File: src/include/twin_timer_pkg.sv
// shared constants for the twin threshold timer
package twin_timer_pkg;
   // widths
   localparam int VAL_W = 24;            // present and set value width
   localparam int DIGIT_N = 6;           // number of set value digits
   localparam int ADDR_W = 12;           // decoded register address width
   // time base
   localparam int CLK_HZ = 200_000_000;
   localparam int TICK_HZ = 100;         // timing unit rate, 10 ms
   localparam int TICK_CYC = CLK_HZ / TICK_HZ;
   localparam int POWERUP_MS = 200;      // least power-up settle time
   localparam int POWERUP_TICKS = (POWERUP_MS * TICK_HZ + 999) / 1000;
   localparam int ALT_TICKS = 50;        // alarm code alternation half period
   // register offsets (byte addresses)
   localparam logic [ADDR_W-1:0] OFS_CTRL = 12'h000;
   localparam logic [ADDR_W-1:0] OFS_SET1 = 12'h004;
   localparam logic [ADDR_W-1:0] OFS_SET2 = 12'h008;
   localparam logic [ADDR_W-1:0] OFS_PV = 12'h00C;
   localparam logic [ADDR_W-1:0] OFS_STAT = 12'h010;
   localparam logic [ADDR_W-1:0] OFS_IRQ = 12'h014;
   localparam logic [ADDR_W-1:0] OFS_MASK = 12'h018;
   localparam logic [ADDR_W-1:0] OFS_CNT = 12'h01C;
   localparam logic [ADDR_W-1:0] OFS_ALARM = 12'h020;
   // control fields
   localparam int CTRL_ABS = 0;          // 1 absolute mode, 0 forecast mode
   localparam int CTRL_DOWN = 1;         // 1 counting down
   localparam int CTRL_PWR_START = 2;    // start timing at power-up
   // status fields
   localparam int ST_FIRST_OUTPUT = 0;
   localparam int ST_SECOND_OUTPUT = 1;
   localparam int ST_RUN = 2;
   localparam int ST_SHOW2 = 3;
   localparam int ST_CPU = 4;
   localparam int ST_RAM = 5;
   localparam int ST_NVM = 6;
   localparam int ST_ALARM = 7;
   localparam int ST_ALARM_SHOW = 8;
   // interrupt event bits
   localparam int IRQ_W = 5;
   localparam int EV_FIRST_OUTPUT = 0;
   localparam int EV_SECOND_OUTPUT = 1;
   localparam int EV_FAULT = 2;
   localparam int EV_ALARM = 3;
   localparam int EV_START = 4;
   // reset values
   localparam logic [31:0] CTRL_RST = 32'h0000_0000;
   localparam logic [VAL_W-1:0] SET1_RST = 24'h000000;
   localparam logic [VAL_W-1:0] SET2_RST = 24'h0003E8;
   localparam logic [31:0] ALARM_RST = 32'h0000_FFFF;
   // display codes
   localparam logic [2:0] DISP_NORMAL = 3'h0;
   localparam logic [2:0] DISP_CPU = 3'h1;
   localparam logic [2:0] DISP_MEM = 3'h2;
   localparam logic [2:0] DISP_CHECKSUM = 3'h3;
   localparam logic [2:0] DISP_COUNT_ALARM = 3'h4;
   // timer states, gray along the usual path
   typedef enum logic [1:0] {
      S_WAIT = 2'b00,
      S_RUN = 2'b01,
      S_DONE = 2'b11,
      S_FAULT = 2'b10
   } tstate_t;
endpackage : twin_timer_pkg

File: src/hdl/tick_divider.sv
// one-cycle enable pulse at the timing unit rate
`timescale 1ns/1ps
module tick_divider
   import twin_timer_pkg::*;
(
   // clock and reset
   input wire logic clk_sys_i,
   input wire logic rst_b_i,
   // pulse
   output logic tick_o
);
   typedef struct packed {
      logic [31:0] cnt;   // cycles since last pulse
      logic tick;         // pulse register
   } div_t;
   div_t q, d;

   // count to the period and wrap
   always_comb begin
      d = q;
      d.tick = 1'b0;
      if (q.cnt == 32'(TICK_CYC - 1)) begin
         d.cnt = 32'h0000_0000;
         d.tick = 1'b1;
      end else begin
         d.cnt = q.cnt + 32'h0000_0001;
      end
   end

   // state register
   always_ff @(posedge clk_sys_i or negedge rst_b_i) begin
      if (!rst_b_i) begin
         q <= '0;
      end else begin
         q <= d;
      end
   end

   assign tick_o = q.tick;
endmodule : tick_divider

File: src/hdl/key_edge.sv
// rising-edge pulses for a group of front panel keys
`timescale 1ns/1ps
module key_edge
   import twin_timer_pkg::*;
#(
   parameter int N = 8
) (
   // clock and reset
   input wire logic clk_sys_i,
   input wire logic rst_b_i,
   // keys
   input wire logic [N-1:0] key_i,
   output logic [N-1:0] press_o
);
   typedef struct packed {
      logic [N-1:0] prev;   // last sampled key level
   } ke_t;
   ke_t q, d;

   // keep last level
   always_comb begin
      d.prev = key_i;
   end

   // one edge gate per key, loop over keys
   genvar g;
   generate
      for (g = 0; g < N; g++) begin : g_key
         assign press_o[g] = key_i[g] & ~q.prev[g];
      end
   endgenerate

   // state register
   always_ff @(posedge clk_sys_i or negedge rst_b_i) begin
      if (!rst_b_i) begin
         q <= '0;
      end else begin
         q <= d;
      end
   end
endmodule : key_edge

File: src/hdl/twin_timer.sv
// output decision, diagnostics and register slave of the twin threshold timer
//
// Behaviour
// - forecast: first output at set minus deviation
// - forecast: second output at set value
// - deviation not below set: first output at start
// - control bit picks forecast or absolute mode
// - absolute: first output at set value 1
// - absolute: second output at set value 2
// - mode key toggles shown set value in absolute mode
// - per-digit keys adjust set values while running
// - cpu fault: outputs off, reset key clears
// - ram fault: outputs off, only power clears
// - nvm fault: outputs off, reset restores defaults
// - count over alarm: alternate display, outputs kept
// - reset key hides alarm, count keeps going
// - count up: lowered set value trips output
// - count down: lowered set trips, value zeroed
// - count down: set change shifts present value
// - zero set value: output at start
// - power-up start waits 200 to 250 ms
//
// The AHB-Lite interface to the registers and the register offsets are this design's own decisions.
`timescale 1ns/1ps
module twin_timer
   import twin_timer_pkg::*;
(
   // clock and reset
   input wire logic clk_sys_i,
   input wire logic rst_b_i,
   // ahb-lite slave
   input wire logic hsel_i,
   input wire logic [31:0] haddr_i,
   input wire logic [1:0] htrans_i,
   input wire logic hwrite_i,
   input wire logic [2:0] hsize_i,
   input wire logic [31:0] hwdata_i,
   input wire logic hready_i,
   output logic [31:0] hrdata_o,
   output logic hreadyout_o,
   output logic hresp_o,
   // field inputs
   input wire logic start_i,
   input wire logic reset_in_i,
   // front panel keys
   input wire logic reset_key_i,
   input wire logic mode_key_i,
   input wire logic [DIGIT_N-1:0] digit_key_i,
   // self test fault detectors
   input wire logic cpu_fault_i,
   input wire logic ram_fault_i,
   input wire logic nvm_fault_i,
   // loads and display
   output logic first_output_o,
   output logic second_output_o,
   output logic [VAL_W-1:0] sub_display_o,
   output logic sub_blank_o,
   output logic set1_lamp_o,
   output logic set2_lamp_o,
   output logic [2:0] disp_code_o,
   output logic checksum_indicator_o,
   output logic irq_o
);
   typedef struct packed {
      tstate_t st;                 // timer state
      logic [31:0] ctrl;           // control register
      logic [VAL_W-1:0] set1;      // set value 1 / deviation
      logic [VAL_W-1:0] set2;      // set value 2 / main set value
      logic [VAL_W-1:0] pv;        // present value
      logic [31:0] acount;         // output activation count
      logic [31:0] alarm;          // activation alarm threshold
      logic [IRQ_W-1:0] irq;       // sticky events
      logic [IRQ_W-1:0] mask;      // event mask
      logic first_output;                  // first output
      logic second_output;                  // second output
      logic show2;                 // sub display shows set value 2
      logic cpu_f;                 // latched faults
      logic ram_f;
      logic nvm_f;
      logic alarm_hide;            // alarm display suppressed
      logic [7:0] alt_cnt;         // alternation timer
      logic alt_ph;                // alternation phase
      logic [7:0] pwr_cnt;         // power-up settle timer
      logic pwr_done;              // power-up wait finished
      logic start_q;               // start input history
      logic dph;                   // bus data phase pending
      logic dwr;                   // pending phase is a write
      logic [ADDR_W-1:0] daddr;    // pending address
      logic [31:0] rdata;          // read data
      logic irq_out;               // registered interrupt
   } core_t;
   core_t q, d;

   logic tick;                     // timing unit pulse
   logic [DIGIT_N+1:0] press;      // key press pulses

   // time base
   tick_divider u_tick (
      .clk_sys_i(clk_sys_i),
      .rst_b_i(rst_b_i),
      .tick_o(tick)
   );

   // key edges: digits, mode, reset
   key_edge #(.N(DIGIT_N + 2)) u_keys (
      .clk_sys_i(clk_sys_i),
      .rst_b_i(rst_b_i),
      .key_i({reset_key_i, mode_key_i, digit_key_i}),
      .press_o(press)
   );

   // one unit step per set value digit, powers of ten
   function automatic logic [VAL_W-1:0] digit_step(input int k);
      logic [VAL_W-1:0] s;
      s = 24'h000001;
      for (int i = 0; i < k; i++) begin
         s = VAL_W'(s * 24'h00000A);
      end
      return s;
   endfunction : digit_step

   // all next-state logic
   always_comb begin
      logic [VAL_W-1:0] ns1;       // set values after this cycle
      logic [VAL_W-1:0] ns2;
      logic [VAL_W-1:0] elapsed;   // elapsed time in either direction
      logic [VAL_W-1:0] fc;        // forecast threshold
      logic t1;                    // threshold hits
      logic t2;
      logic fault;
      logic clr;                   // reset operation
      logic start_edge;
      logic wr;
      logic [IRQ_W-1:0] ev;
      d = q;
      ev = '0;
      wr = q.dph & q.dwr;
      clr = press[DIGIT_N+1] | reset_in_i;
      start_edge = start_i & ~q.start_q;
      d.start_q = start_i;
      ns1 = q.set1;
      ns2 = q.set2;

      // bus writes of set values
      if (wr && q.daddr == OFS_SET1) begin
         ns1 = hwdata_i[VAL_W-1:0];
      end
      if (wr && q.daddr == OFS_SET2) begin
         ns2 = hwdata_i[VAL_W-1:0];
      end
      // digit keys step the shown set value while running
      for (int k = 0; k < DIGIT_N; k++) begin
         if (press[k]) begin
            if (q.ctrl[CTRL_ABS] && !q.show2) begin
               ns1 = VAL_W'(ns1 + digit_step(k));
            end else begin
               ns2 = VAL_W'(ns2 + digit_step(k));
            end
         end
      end
      // mode key toggles the sub display in absolute mode
      if (press[DIGIT_N] && q.ctrl[CTRL_ABS]) begin
         d.show2 = ~q.show2;
      end
      if (!q.ctrl[CTRL_ABS]) begin
         d.show2 = 1'b1;
      end

      // counting down: set change moves the present value alike
      if (q.ctrl[CTRL_DOWN] && q.st == S_RUN && ns2 != q.set2) begin
         if (ns2 > q.set2) begin
            d.pv = VAL_W'(q.pv + (ns2 - q.set2));
         end else if (q.pv > q.set2 - ns2) begin
            d.pv = VAL_W'(q.pv - (q.set2 - ns2));
         end else begin
            d.pv = '0;
         end
      end
      d.set1 = ns1;
      d.set2 = ns2;

      // elapsed time and thresholds, read continuously
      elapsed = q.ctrl[CTRL_DOWN] ? VAL_W'(q.set2 - q.pv) : q.pv;
      fc = (q.set1 >= q.set2) ? '0 : VAL_W'(q.set2 - q.set1);
      if (q.ctrl[CTRL_ABS]) begin
         t1 = elapsed >= q.set1;
      end else begin
         t1 = elapsed >= fc;
      end
      t2 = q.ctrl[CTRL_DOWN] ? (q.pv == '0 || q.pv > q.set2) : (q.pv >= q.set2);

      // fault latches
      if (cpu_fault_i) begin
         d.cpu_f = 1'b1;
      end else if (press[DIGIT_N+1]) begin
         d.cpu_f = 1'b0;
      end
      if (ram_fault_i) begin
         d.ram_f = 1'b1;
      end
      if (nvm_fault_i) begin
         d.nvm_f = 1'b1;
      end else if (press[DIGIT_N+1] && q.nvm_f) begin
         d.nvm_f = 1'b0;
         d.set1 = SET1_RST;
         d.set2 = SET2_RST;
         d.ctrl = CTRL_RST;
      end
      fault = q.cpu_f | q.ram_f | q.nvm_f;

      // power-up settle wait
      if (tick && !q.pwr_done) begin
         d.pwr_cnt = q.pwr_cnt + 8'h01;
         if (q.pwr_cnt == 8'(POWERUP_TICKS - 1)) begin
            d.pwr_done = 1'b1;
         end
      end

      // timer state machine
      case (q.st)
         S_WAIT: begin
            if ((start_edge || (q.ctrl[CTRL_PWR_START] && d.pwr_done && !q.pwr_done))
                  && !clr) begin
               d.st = S_RUN;
               ev[EV_START] = 1'b1;
            end
         end
         S_RUN: begin
            if (tick) begin
               if (q.ctrl[CTRL_DOWN]) begin
                  if (q.pv != '0) begin
                     d.pv = VAL_W'(q.pv - 1'b1);
                  end
               end else if (q.pv != {VAL_W{1'b1}}) begin
                  d.pv = VAL_W'(q.pv + 1'b1);
               end
            end
            if (t1 && !q.first_output) begin
               d.first_output = 1'b1;
               ev[EV_FIRST_OUTPUT] = 1'b1;
            end
            if (t2 && !q.second_output) begin
               d.second_output = 1'b1;
               ev[EV_SECOND_OUTPUT] = 1'b1;
               d.acount = q.acount + 32'h0000_0001;
               d.st = S_DONE;
            end
         end
         S_DONE: begin
            // outputs stay on until a reset operation or a fault
            if (t1 && !q.first_output) begin
               d.first_output = 1'b1;
               ev[EV_FIRST_OUTPUT] = 1'b1;
            end
         end
         S_FAULT: begin
            if (!fault) begin
               d.st = S_WAIT;
            end
         end
         default: begin
            d.st = S_WAIT;
         end
      endcase

      // reset operation clears outputs and restarts the value
      if (clr && q.st != S_FAULT) begin
         d.st = S_WAIT;
         d.first_output = 1'b0;
         d.second_output = 1'b0;
         d.pv = q.ctrl[CTRL_DOWN] ? q.set2 : '0;
      end
      if (q.st == S_WAIT) begin
         d.pv = q.ctrl[CTRL_DOWN] ? d.set2 : '0;
      end
      // any fault forces outputs off
      if (fault || cpu_fault_i || ram_fault_i || nvm_fault_i) begin
         d.st = S_FAULT;
         d.first_output = 1'b0;
         d.second_output = 1'b0;
         if (!fault) begin
            ev[EV_FAULT] = 1'b1;
         end
      end

      // activation count alarm and its alternation
      if (q.acount > q.alarm && !(d.acount > q.alarm && q.acount <= q.alarm)) begin
         if (tick) begin
            if (q.alt_cnt == 8'(ALT_TICKS - 1)) begin
               d.alt_cnt = 8'h00;
               d.alt_ph = ~q.alt_ph;
            end else begin
               d.alt_cnt = q.alt_cnt + 8'h01;
            end
         end
      end
      if (d.acount > q.alarm && q.acount <= q.alarm) begin
         ev[EV_ALARM] = 1'b1;
      end
      if (press[DIGIT_N+1] && q.acount > q.alarm) begin
         d.alarm_hide = 1'b1;
      end

      // ahb-lite address phase capture, zero wait states
      d.dph = hsel_i & hready_i & htrans_i[1];
      d.dwr = hwrite_i;
      d.daddr = haddr_i[ADDR_W-1:0];
      if (wr) begin
         case (q.daddr)
            OFS_CTRL: d.ctrl = hwdata_i;
            OFS_MASK: d.mask = hwdata_i[IRQ_W-1:0];
            OFS_ALARM: begin
               d.alarm = hwdata_i;
               // a key press in the same cycle still hides, set wins
               d.alarm_hide = press[DIGIT_N+1] & (q.acount > q.alarm);
            end
            default: begin
            end
         endcase
      end
      // sticky events, set wins over write-one clear
      if (wr && q.daddr == OFS_IRQ) begin
         d.irq = (q.irq & ~hwdata_i[IRQ_W-1:0]) | ev;
      end else begin
         d.irq = q.irq | ev;
      end
      d.irq_out = |(d.irq & d.mask);

      // read data for the next data phase
      d.rdata = 32'h0000_0000;
      case (haddr_i[ADDR_W-1:0])
         OFS_CTRL: d.rdata = q.ctrl;
         OFS_SET1: d.rdata = {8'h00, q.set1};
         OFS_SET2: d.rdata = {8'h00, q.set2};
         OFS_PV: d.rdata = {8'h00, q.pv};
         OFS_STAT: d.rdata = {23'h000000, q.alarm_hide, q.acount > q.alarm, q.nvm_f,
                              q.ram_f, q.cpu_f, q.show2, q.st == S_RUN, q.second_output, q.first_output};
         OFS_IRQ: d.rdata = {27'h0000000, q.irq};
         OFS_MASK: d.rdata = {27'h0000000, q.mask};
         OFS_CNT: d.rdata = q.acount;
         OFS_ALARM: d.rdata = q.alarm;
         default: d.rdata = 32'h0000_0000;
      endcase
   end

   // state register
   always_ff @(posedge clk_sys_i or negedge rst_b_i) begin
      if (!rst_b_i) begin
         q <= '0;
         q.ctrl <= CTRL_RST;
         q.set1 <= SET1_RST;
         q.set2 <= SET2_RST;
         q.alarm <= ALARM_RST;
         q.show2 <= 1'b1;
      end else begin
         q <= d;
      end
   end

   // display outputs, registered
   logic [VAL_W-1:0] sub_q;
   logic blank_q;
   logic lamp1_q;
   logic lamp2_q;
   logic [2:0] code_q;
   logic sum_q;
   always_ff @(posedge clk_sys_i or negedge rst_b_i) begin
      if (!rst_b_i) begin
         sub_q <= '0;
         blank_q <= 1'b0;
         lamp1_q <= 1'b0;
         lamp2_q <= 1'b0;
         code_q <= DISP_NORMAL;
         sum_q <= 1'b0;
      end else begin
         sub_q <= q.show2 ? q.set2 : q.set1;
         blank_q <= q.cpu_f | q.ram_f;
         lamp1_q <= q.ctrl[CTRL_ABS] & ~q.show2;
         lamp2_q <= q.ctrl[CTRL_ABS] & q.show2;
         sum_q <= q.nvm_f & ~q.cpu_f;
         if (q.cpu_f) begin
            code_q <= DISP_CPU;
         end else if (q.ram_f || q.nvm_f) begin
            code_q <= q.ram_f ? DISP_MEM : DISP_CHECKSUM;
         end else if (q.acount > q.alarm && !q.alarm_hide && q.alt_ph) begin
            code_q <= DISP_COUNT_ALARM;
         end else begin
            code_q <= DISP_NORMAL;
         end
      end
   end

   assign first_output_o = q.first_output;
   assign second_output_o = q.second_output;
   assign sub_display_o = sub_q;
   assign sub_blank_o = blank_q;
   assign set1_lamp_o = lamp1_q;
   assign set2_lamp_o = lamp2_q;
   assign disp_code_o = code_q;
   assign checksum_indicator_o = sum_q;
   assign irq_o = q.irq_out;
   assign hrdata_o = q.rdata;
   assign hreadyout_o = 1'b1;
   assign hresp_o = 1'b0;
endmodule : twin_timer

File: config.mk
export PLATFORM = sky130hd
export DESIGN_NAME = twin_timer
export DESIGN_NICKNAME = d
export VERILOG_FILES = /design/src/include/twin_timer_pkg.sv /design/src/hdl/tick_divider.sv /design/src/hdl/key_edge.sv /design/src/hdl/twin_timer.sv
export SDC_FILE = /design/constraint.sdc
export NUM_CORES = 2
export LEC_CHECK = 0
export BUFFER_PORTS_ARGS = -buffer_cell sky130_fd_sc_hd__buf_2
export CAP_MARGIN = 10
export CORE_MARGIN = 2
export CORE_UTILIZATION = 50
export CTS_CLUSTER_DIAMETER = 100
export DETAILED_ROUTE_END_ITERATION = 10
export PLACE_DENSITY = 0.78
export SLEW_MARGIN = 0
export SYNTH_ARGS = -nofsm -noshare
export SYNTH_HDL_FRONTEND = slang
export SYNTH_HIERARCHICAL = 1
export SYNTH_SLANG_ARGS = --single-unit
export TNS_END_PERCENT = 100
File: constraint.sdc
create_clock -name clk_sys_i -period 23.1 [get_ports clk_sys_i]
set_input_delay 4.62 -clock clk_sys_i [delete_from_list [all_inputs] [get_ports clk_sys_i]]
set_output_delay 4.62 -clock clk_sys_i [all_outputs]
set_load 0.01 [all_outputs]
==> results_tabular.tex <==
\begin{tabular}{lr}
\hline
Metric & Value \\
\hline
\multicolumn{2}{l}{\textbf{Clock tree}} \\
Clock tree from TritonCTS & built \\
H-tree Lvls & 2 \\
Buffer cell driving the clock tree root & sky130\_fd\_sc\_hd\_\_clkbuf\_16 \\
Number of hold buffers added after CTS & 0 \\
Clock slew at the register clock pins of the worst setup and hold paths & 0.06 ns \\
TritonCTS buffer count & 40 \\
Clk buf depth & 3 \\
Clk sink count & 325 \\
Worst-Skew Late Latency & 0.58 ns \\
Number of buffers inserted to repair setup after CTS & 0 \\
Number of gates resized after cts & 0 \\
\multicolumn{2}{l}{\textbf{Routing}} \\
First-pass DRT Iterations & 8 \\
Detailed Route Iter0 Violations & 4293 \\
Final Routed Wirelength & 116000 µm \\
Routed wirelength normalized by instance count & 23.1 µm \\
Number of vias after detailed routing & 32.9k \\
Post-DR vias/cell & 6.55 \\
DR DRC count & 0 \\
Number of antenna-violating nets in the routed design & 0 \\
\multicolumn{2}{l}{\textbf{Placement}} \\
Instance count after placement with tap cells included & 4945 \\
IO Port Bufs & 128 \\
Placed wire-length estimate & 89200 µm \\
Placed cell areas & 34700 µm² \\
Placer congestion estimate & 1.02 \\
\multicolumn{2}{l}{\textbf{Cells and area}} \\
Proportion of layout cells with a drive suffix above 1 & 10.9\% \\
Number of standard cells in the final layout excluding fillers & 5024 \\
Fin util & 54.6\% \\
Fill count & 6109 \\
Layout Area Growth over Synthesis & 7.57\% \\
Total Nets Final & 4492 \\
Final non-filler cell area & 36000 µm² \\
\multicolumn{2}{l}{\textbf{Setup path}} \\
Data arrival time at the worst-slack endpoint & 16.01 ns \\
Crit-path max cell delay & 0.68 ns \\
Crit. End Element & register \\
Type of element launching the critical path & primary input \\
Cell type group with the largest total delay on the critical path & compound AO/OA/AOI/OAI gates \\
Maximum fanout along the worst path & 16 \\
Crit-path slowest cell & sky130\_fd\_sc\_hd\_\_xnor2\_1 \\
Endpoint required time on the critical path & 23.52 ns \\
WP buf/inv & 2 \\
Most frequent CP cell & sky130\_fd\_sc\_hd\_\_ha\_1 \\
Path type of the worst setup path & in -> reg \\
\multicolumn{2}{l}{\textbf{Yosys}} \\
Post-synth design cell area & 33500 µm² \\
Prevailing post-synth register cell & sky130\_fd\_sc\_hd\_\_dfrtp\_1 \\
Synthesized area per cell & 8.15 µm² \\
Number of enable flip-flop cells after synthesis & 0 \\
Cells after Synth & 4109 \\
Synthesis warning total & 6 \\
Synthesized Nets & 4476 \\
Synth unique cells & 122 \\
Async set-or-reset flop fraction in the synthesized netlist & 100\% \\
Flops \& latches, synth & 325 \\
Sequential fraction of the synthesis area & 24.4\% \\
\multicolumn{2}{l}{\textbf{Timing}} \\
Number of endpoints failing setup at the final stage & 0 \\
Fmax & 0.0642 GHz \\
Number of failing hold endpoints at the final stage & 0 \\
Aggregate negative setup slack & 0 ns \\
Share of the cycle needed by the critical path after routing & 67.5\% \\
Transition at the pin with the smallest max-transition slack & 1.06 ns \\
Final critical path time including I/O delays and setup & 15.59 ns \\
Unrepaired setup endpoints after global routing & false \\
Fin Hold WS & 0.468 ns \\
Number of pins exceeding their max-slew limit in the final report & 0 \\
Worst clock skew & 0.0326 ns \\
Relative slew slack & 29.4\% \\
\multicolumn{2}{l}{\textbf{Global route}} \\
Initial antenna violation count & 13 \\
Global-route met2 utilization & 48.6\% \\
Met3 capacity usage during global routing & 6.88\% \\
Maximum number of pins on one net before global-route repair & 118 \\
First-pass GRT wire length & 177000 µm \\
Met1 track demand over resource & 44.0\% \\
Leftover overflow at the end of global routing & 0 \\
Most heavily used metal layer in global routing & met2 \\
Vias in the first global route & 30.4k \\
Total routing usage reported by global routing & 32.4\% \\
\multicolumn{2}{l}{\textbf{Floorplanning}} \\
Floorplan die area & 69100 µm² \\
Die W & 263 µm \\
IO Count & 155 \\
Die height & 263 µm \\
Starting utilization of the core area & 50.8\% \\
Core area & 66000 µm² \\
Core Rows & 94 \\
\multicolumn{2}{l}{\textbf{Outcome}} \\
Result of the run & completed \\
\multicolumn{2}{l}{\textbf{Job}} \\
Reported max-cap violation count & 0 \\
\multicolumn{2}{l}{\textbf{Power}} \\
Static leakage & 15.7 nW \\
Largest vdd supply drop & 121 µV \\
P per Cell Area & 118 nW/µm² \\
\multicolumn{2}{l}{\textbf{Hold path}} \\
Classification of the worst-slack hold path & reg -> reg \\
\hline
\end{tabular}
-- state kept, by name (all words and copies together) (netlist names), 3 cells and up --
| register | flops |
|---|---|
| sub_display_o | 24 |
| u_keys/q | 8 |
| disp_code_o | 3 |
| u_tick/q | 32 |
| q | 218 |
| hrdata_o | 32 |
-- worst paths after layout --
kind	slack, ns	to	start	cells past startpoint
min in group asynchronous	4.13	u_tick/q[30]	rst_b_i	1
min reg2reg	0.47	q[65]	q[65]	1
min	0.47	q[65]	q[65]	1
max	7.51	q[157]	hwdata_i[1]	47
max in group asynchronous	16.57	q[193]	rst_b_i	3
max reg2reg	9.98	q[157]	q[38]	50
-- cells by family after synthesis --
kind of cell / after synthesis / share of synthesized area, %
fa+ha+maj: 280 / 11.1
buf+inv: 432 / 5.36
compound gates: 1015 / 20.8
simple gates: 1556 / 24.6
other cells: 2 / 0.0224
mux: 94 / 3.04
xor+xnor: 405 / 10.8
flops: 325 / 24.4
-- Yosys cell counts (all sizes together), types with 49 or more instances --
library cell / n / share of area, %
nand4: 105 / 2.0
nor4: 64 / 1.8
nor3: 120 / 1.9
nor2: 272 / 3.1
inv: 233 / 2.6
a21o: 78 / 1.7
xnor2: 293 / 7.8
ha: 253 / 9.5
xor2: 111 / 2.9
a21oi: 214 / 3.3
and2: 49 / 0.92
clkbuf: 133 / 1.5
nand3: 184 / 2.8
nand2: 432 / 4.8
mux2: 53 / 1.8
and3: 55 / 1.0
dfrtp: 302 / 23
buf: 63 / 1.2
o21ai: 245 / 3.7
-- layout make-up --
cell class	count	area, µm²	area share, %
clock inverters	17	199	0.552
clock buffers	56	1140	3.17
multi-input cells	3352	23600	65.5
well taps	864	1080	3.00
flip-flops and latches	325	8160	22.7
repair buffers	170	963	2.67
diodes	4	10.0	0.0278
inverters	236	886	2.46
-- power breakdown --
part	switching [W]	leakage, nW	total (W)	internal, W
clock	0.000272	0.653	0.000644	0.000372
combinational	0.00174	10.9	0.00290	0.00116
sequential	0.000105	4.22	0.000724	0.000618
-- worst reg2reg max path, delay by kind of cell, from the launching register on --
family,cells,cell delay [ns]
XOR/XNOR,5,1.95
multiplexers,1,0.13
flip-flops,1,0.44
AND/OR/NAND/NOR,15,3.63
AO/OA/AOI/OAI,20,4.37
buffers and inverters,3,0.67
adder cells (fa/ha/maj),6,1.80
-- through the flow --
step	power (W)	setup WS, ns
global route	0.00457	6.90
finish	0.00427	7.51
detailed placement	0.00352	7.30
global placement	0.00348	7.46
floorplan	0.00283	8.97
CTS	0.00419	7.84
-- per-layer routing --
layer,part of all wire [%],wire [µm]
met1,41,47300
met5,0.079,92
met4,5.7,6620
met3,11,13000
met2,42,48800
-- placed cells by master (no fill, tap or decap), types with 33 or more instances in the layout --
| cell | instances |
|---|---|
| sky130_fd_sc_hd__nand2_1 | 431 |
| sky130_fd_sc_hd__o22ai_1 | 35 |
| sky130_fd_sc_hd__a31oi_1 | 33 |
| sky130_fd_sc_hd__nand3_1 | 183 |
| sky130_fd_sc_hd__nor2_1 | 268 |
| sky130_fd_sc_hd__ha_1 | 253 |
| sky130_fd_sc_hd__nor3_1 | 110 |
| sky130_fd_sc_hd__and3_1 | 55 |
| sky130_fd_sc_hd__clkbuf_16 | 41 |
| sky130_fd_sc_hd__inv_1 | 229 |
| sky130_fd_sc_hd__nand2b_1 | 35 |
| sky130_fd_sc_hd__and2_1 | 45 |
| sky130_fd_sc_hd__nor2b_1 | 33 |
| sky130_fd_sc_hd__a222oi_1 | 46 |
| sky130_fd_sc_hd__buf_2 | 127 |
| sky130_fd_sc_hd__dfrtp_1 | 301 |
| sky130_fd_sc_hd__buf_4 | 40 |
| sky130_fd_sc_hd__xor2_1 | 109 |
| sky130_fd_sc_hd__o21ai_0 | 231 |
| sky130_fd_sc_hd__a21o_1 | 78 |
| sky130_fd_sc_hd__nand4_1 | 103 |
| sky130_fd_sc_hd__mux2_2 | 53 |
| sky130_fd_sc_hd__or3_1 | 43 |
| sky130_fd_sc_hd__a21oi_1 | 210 |
| sky130_fd_sc_hd__xnor2_1 | 289 |
| sky130_fd_sc_hd__nor4_1 | 47 |
| sky130_fd_sc_hd__mux2i_1 | 40 |
(Power assumes the default switching activity.)
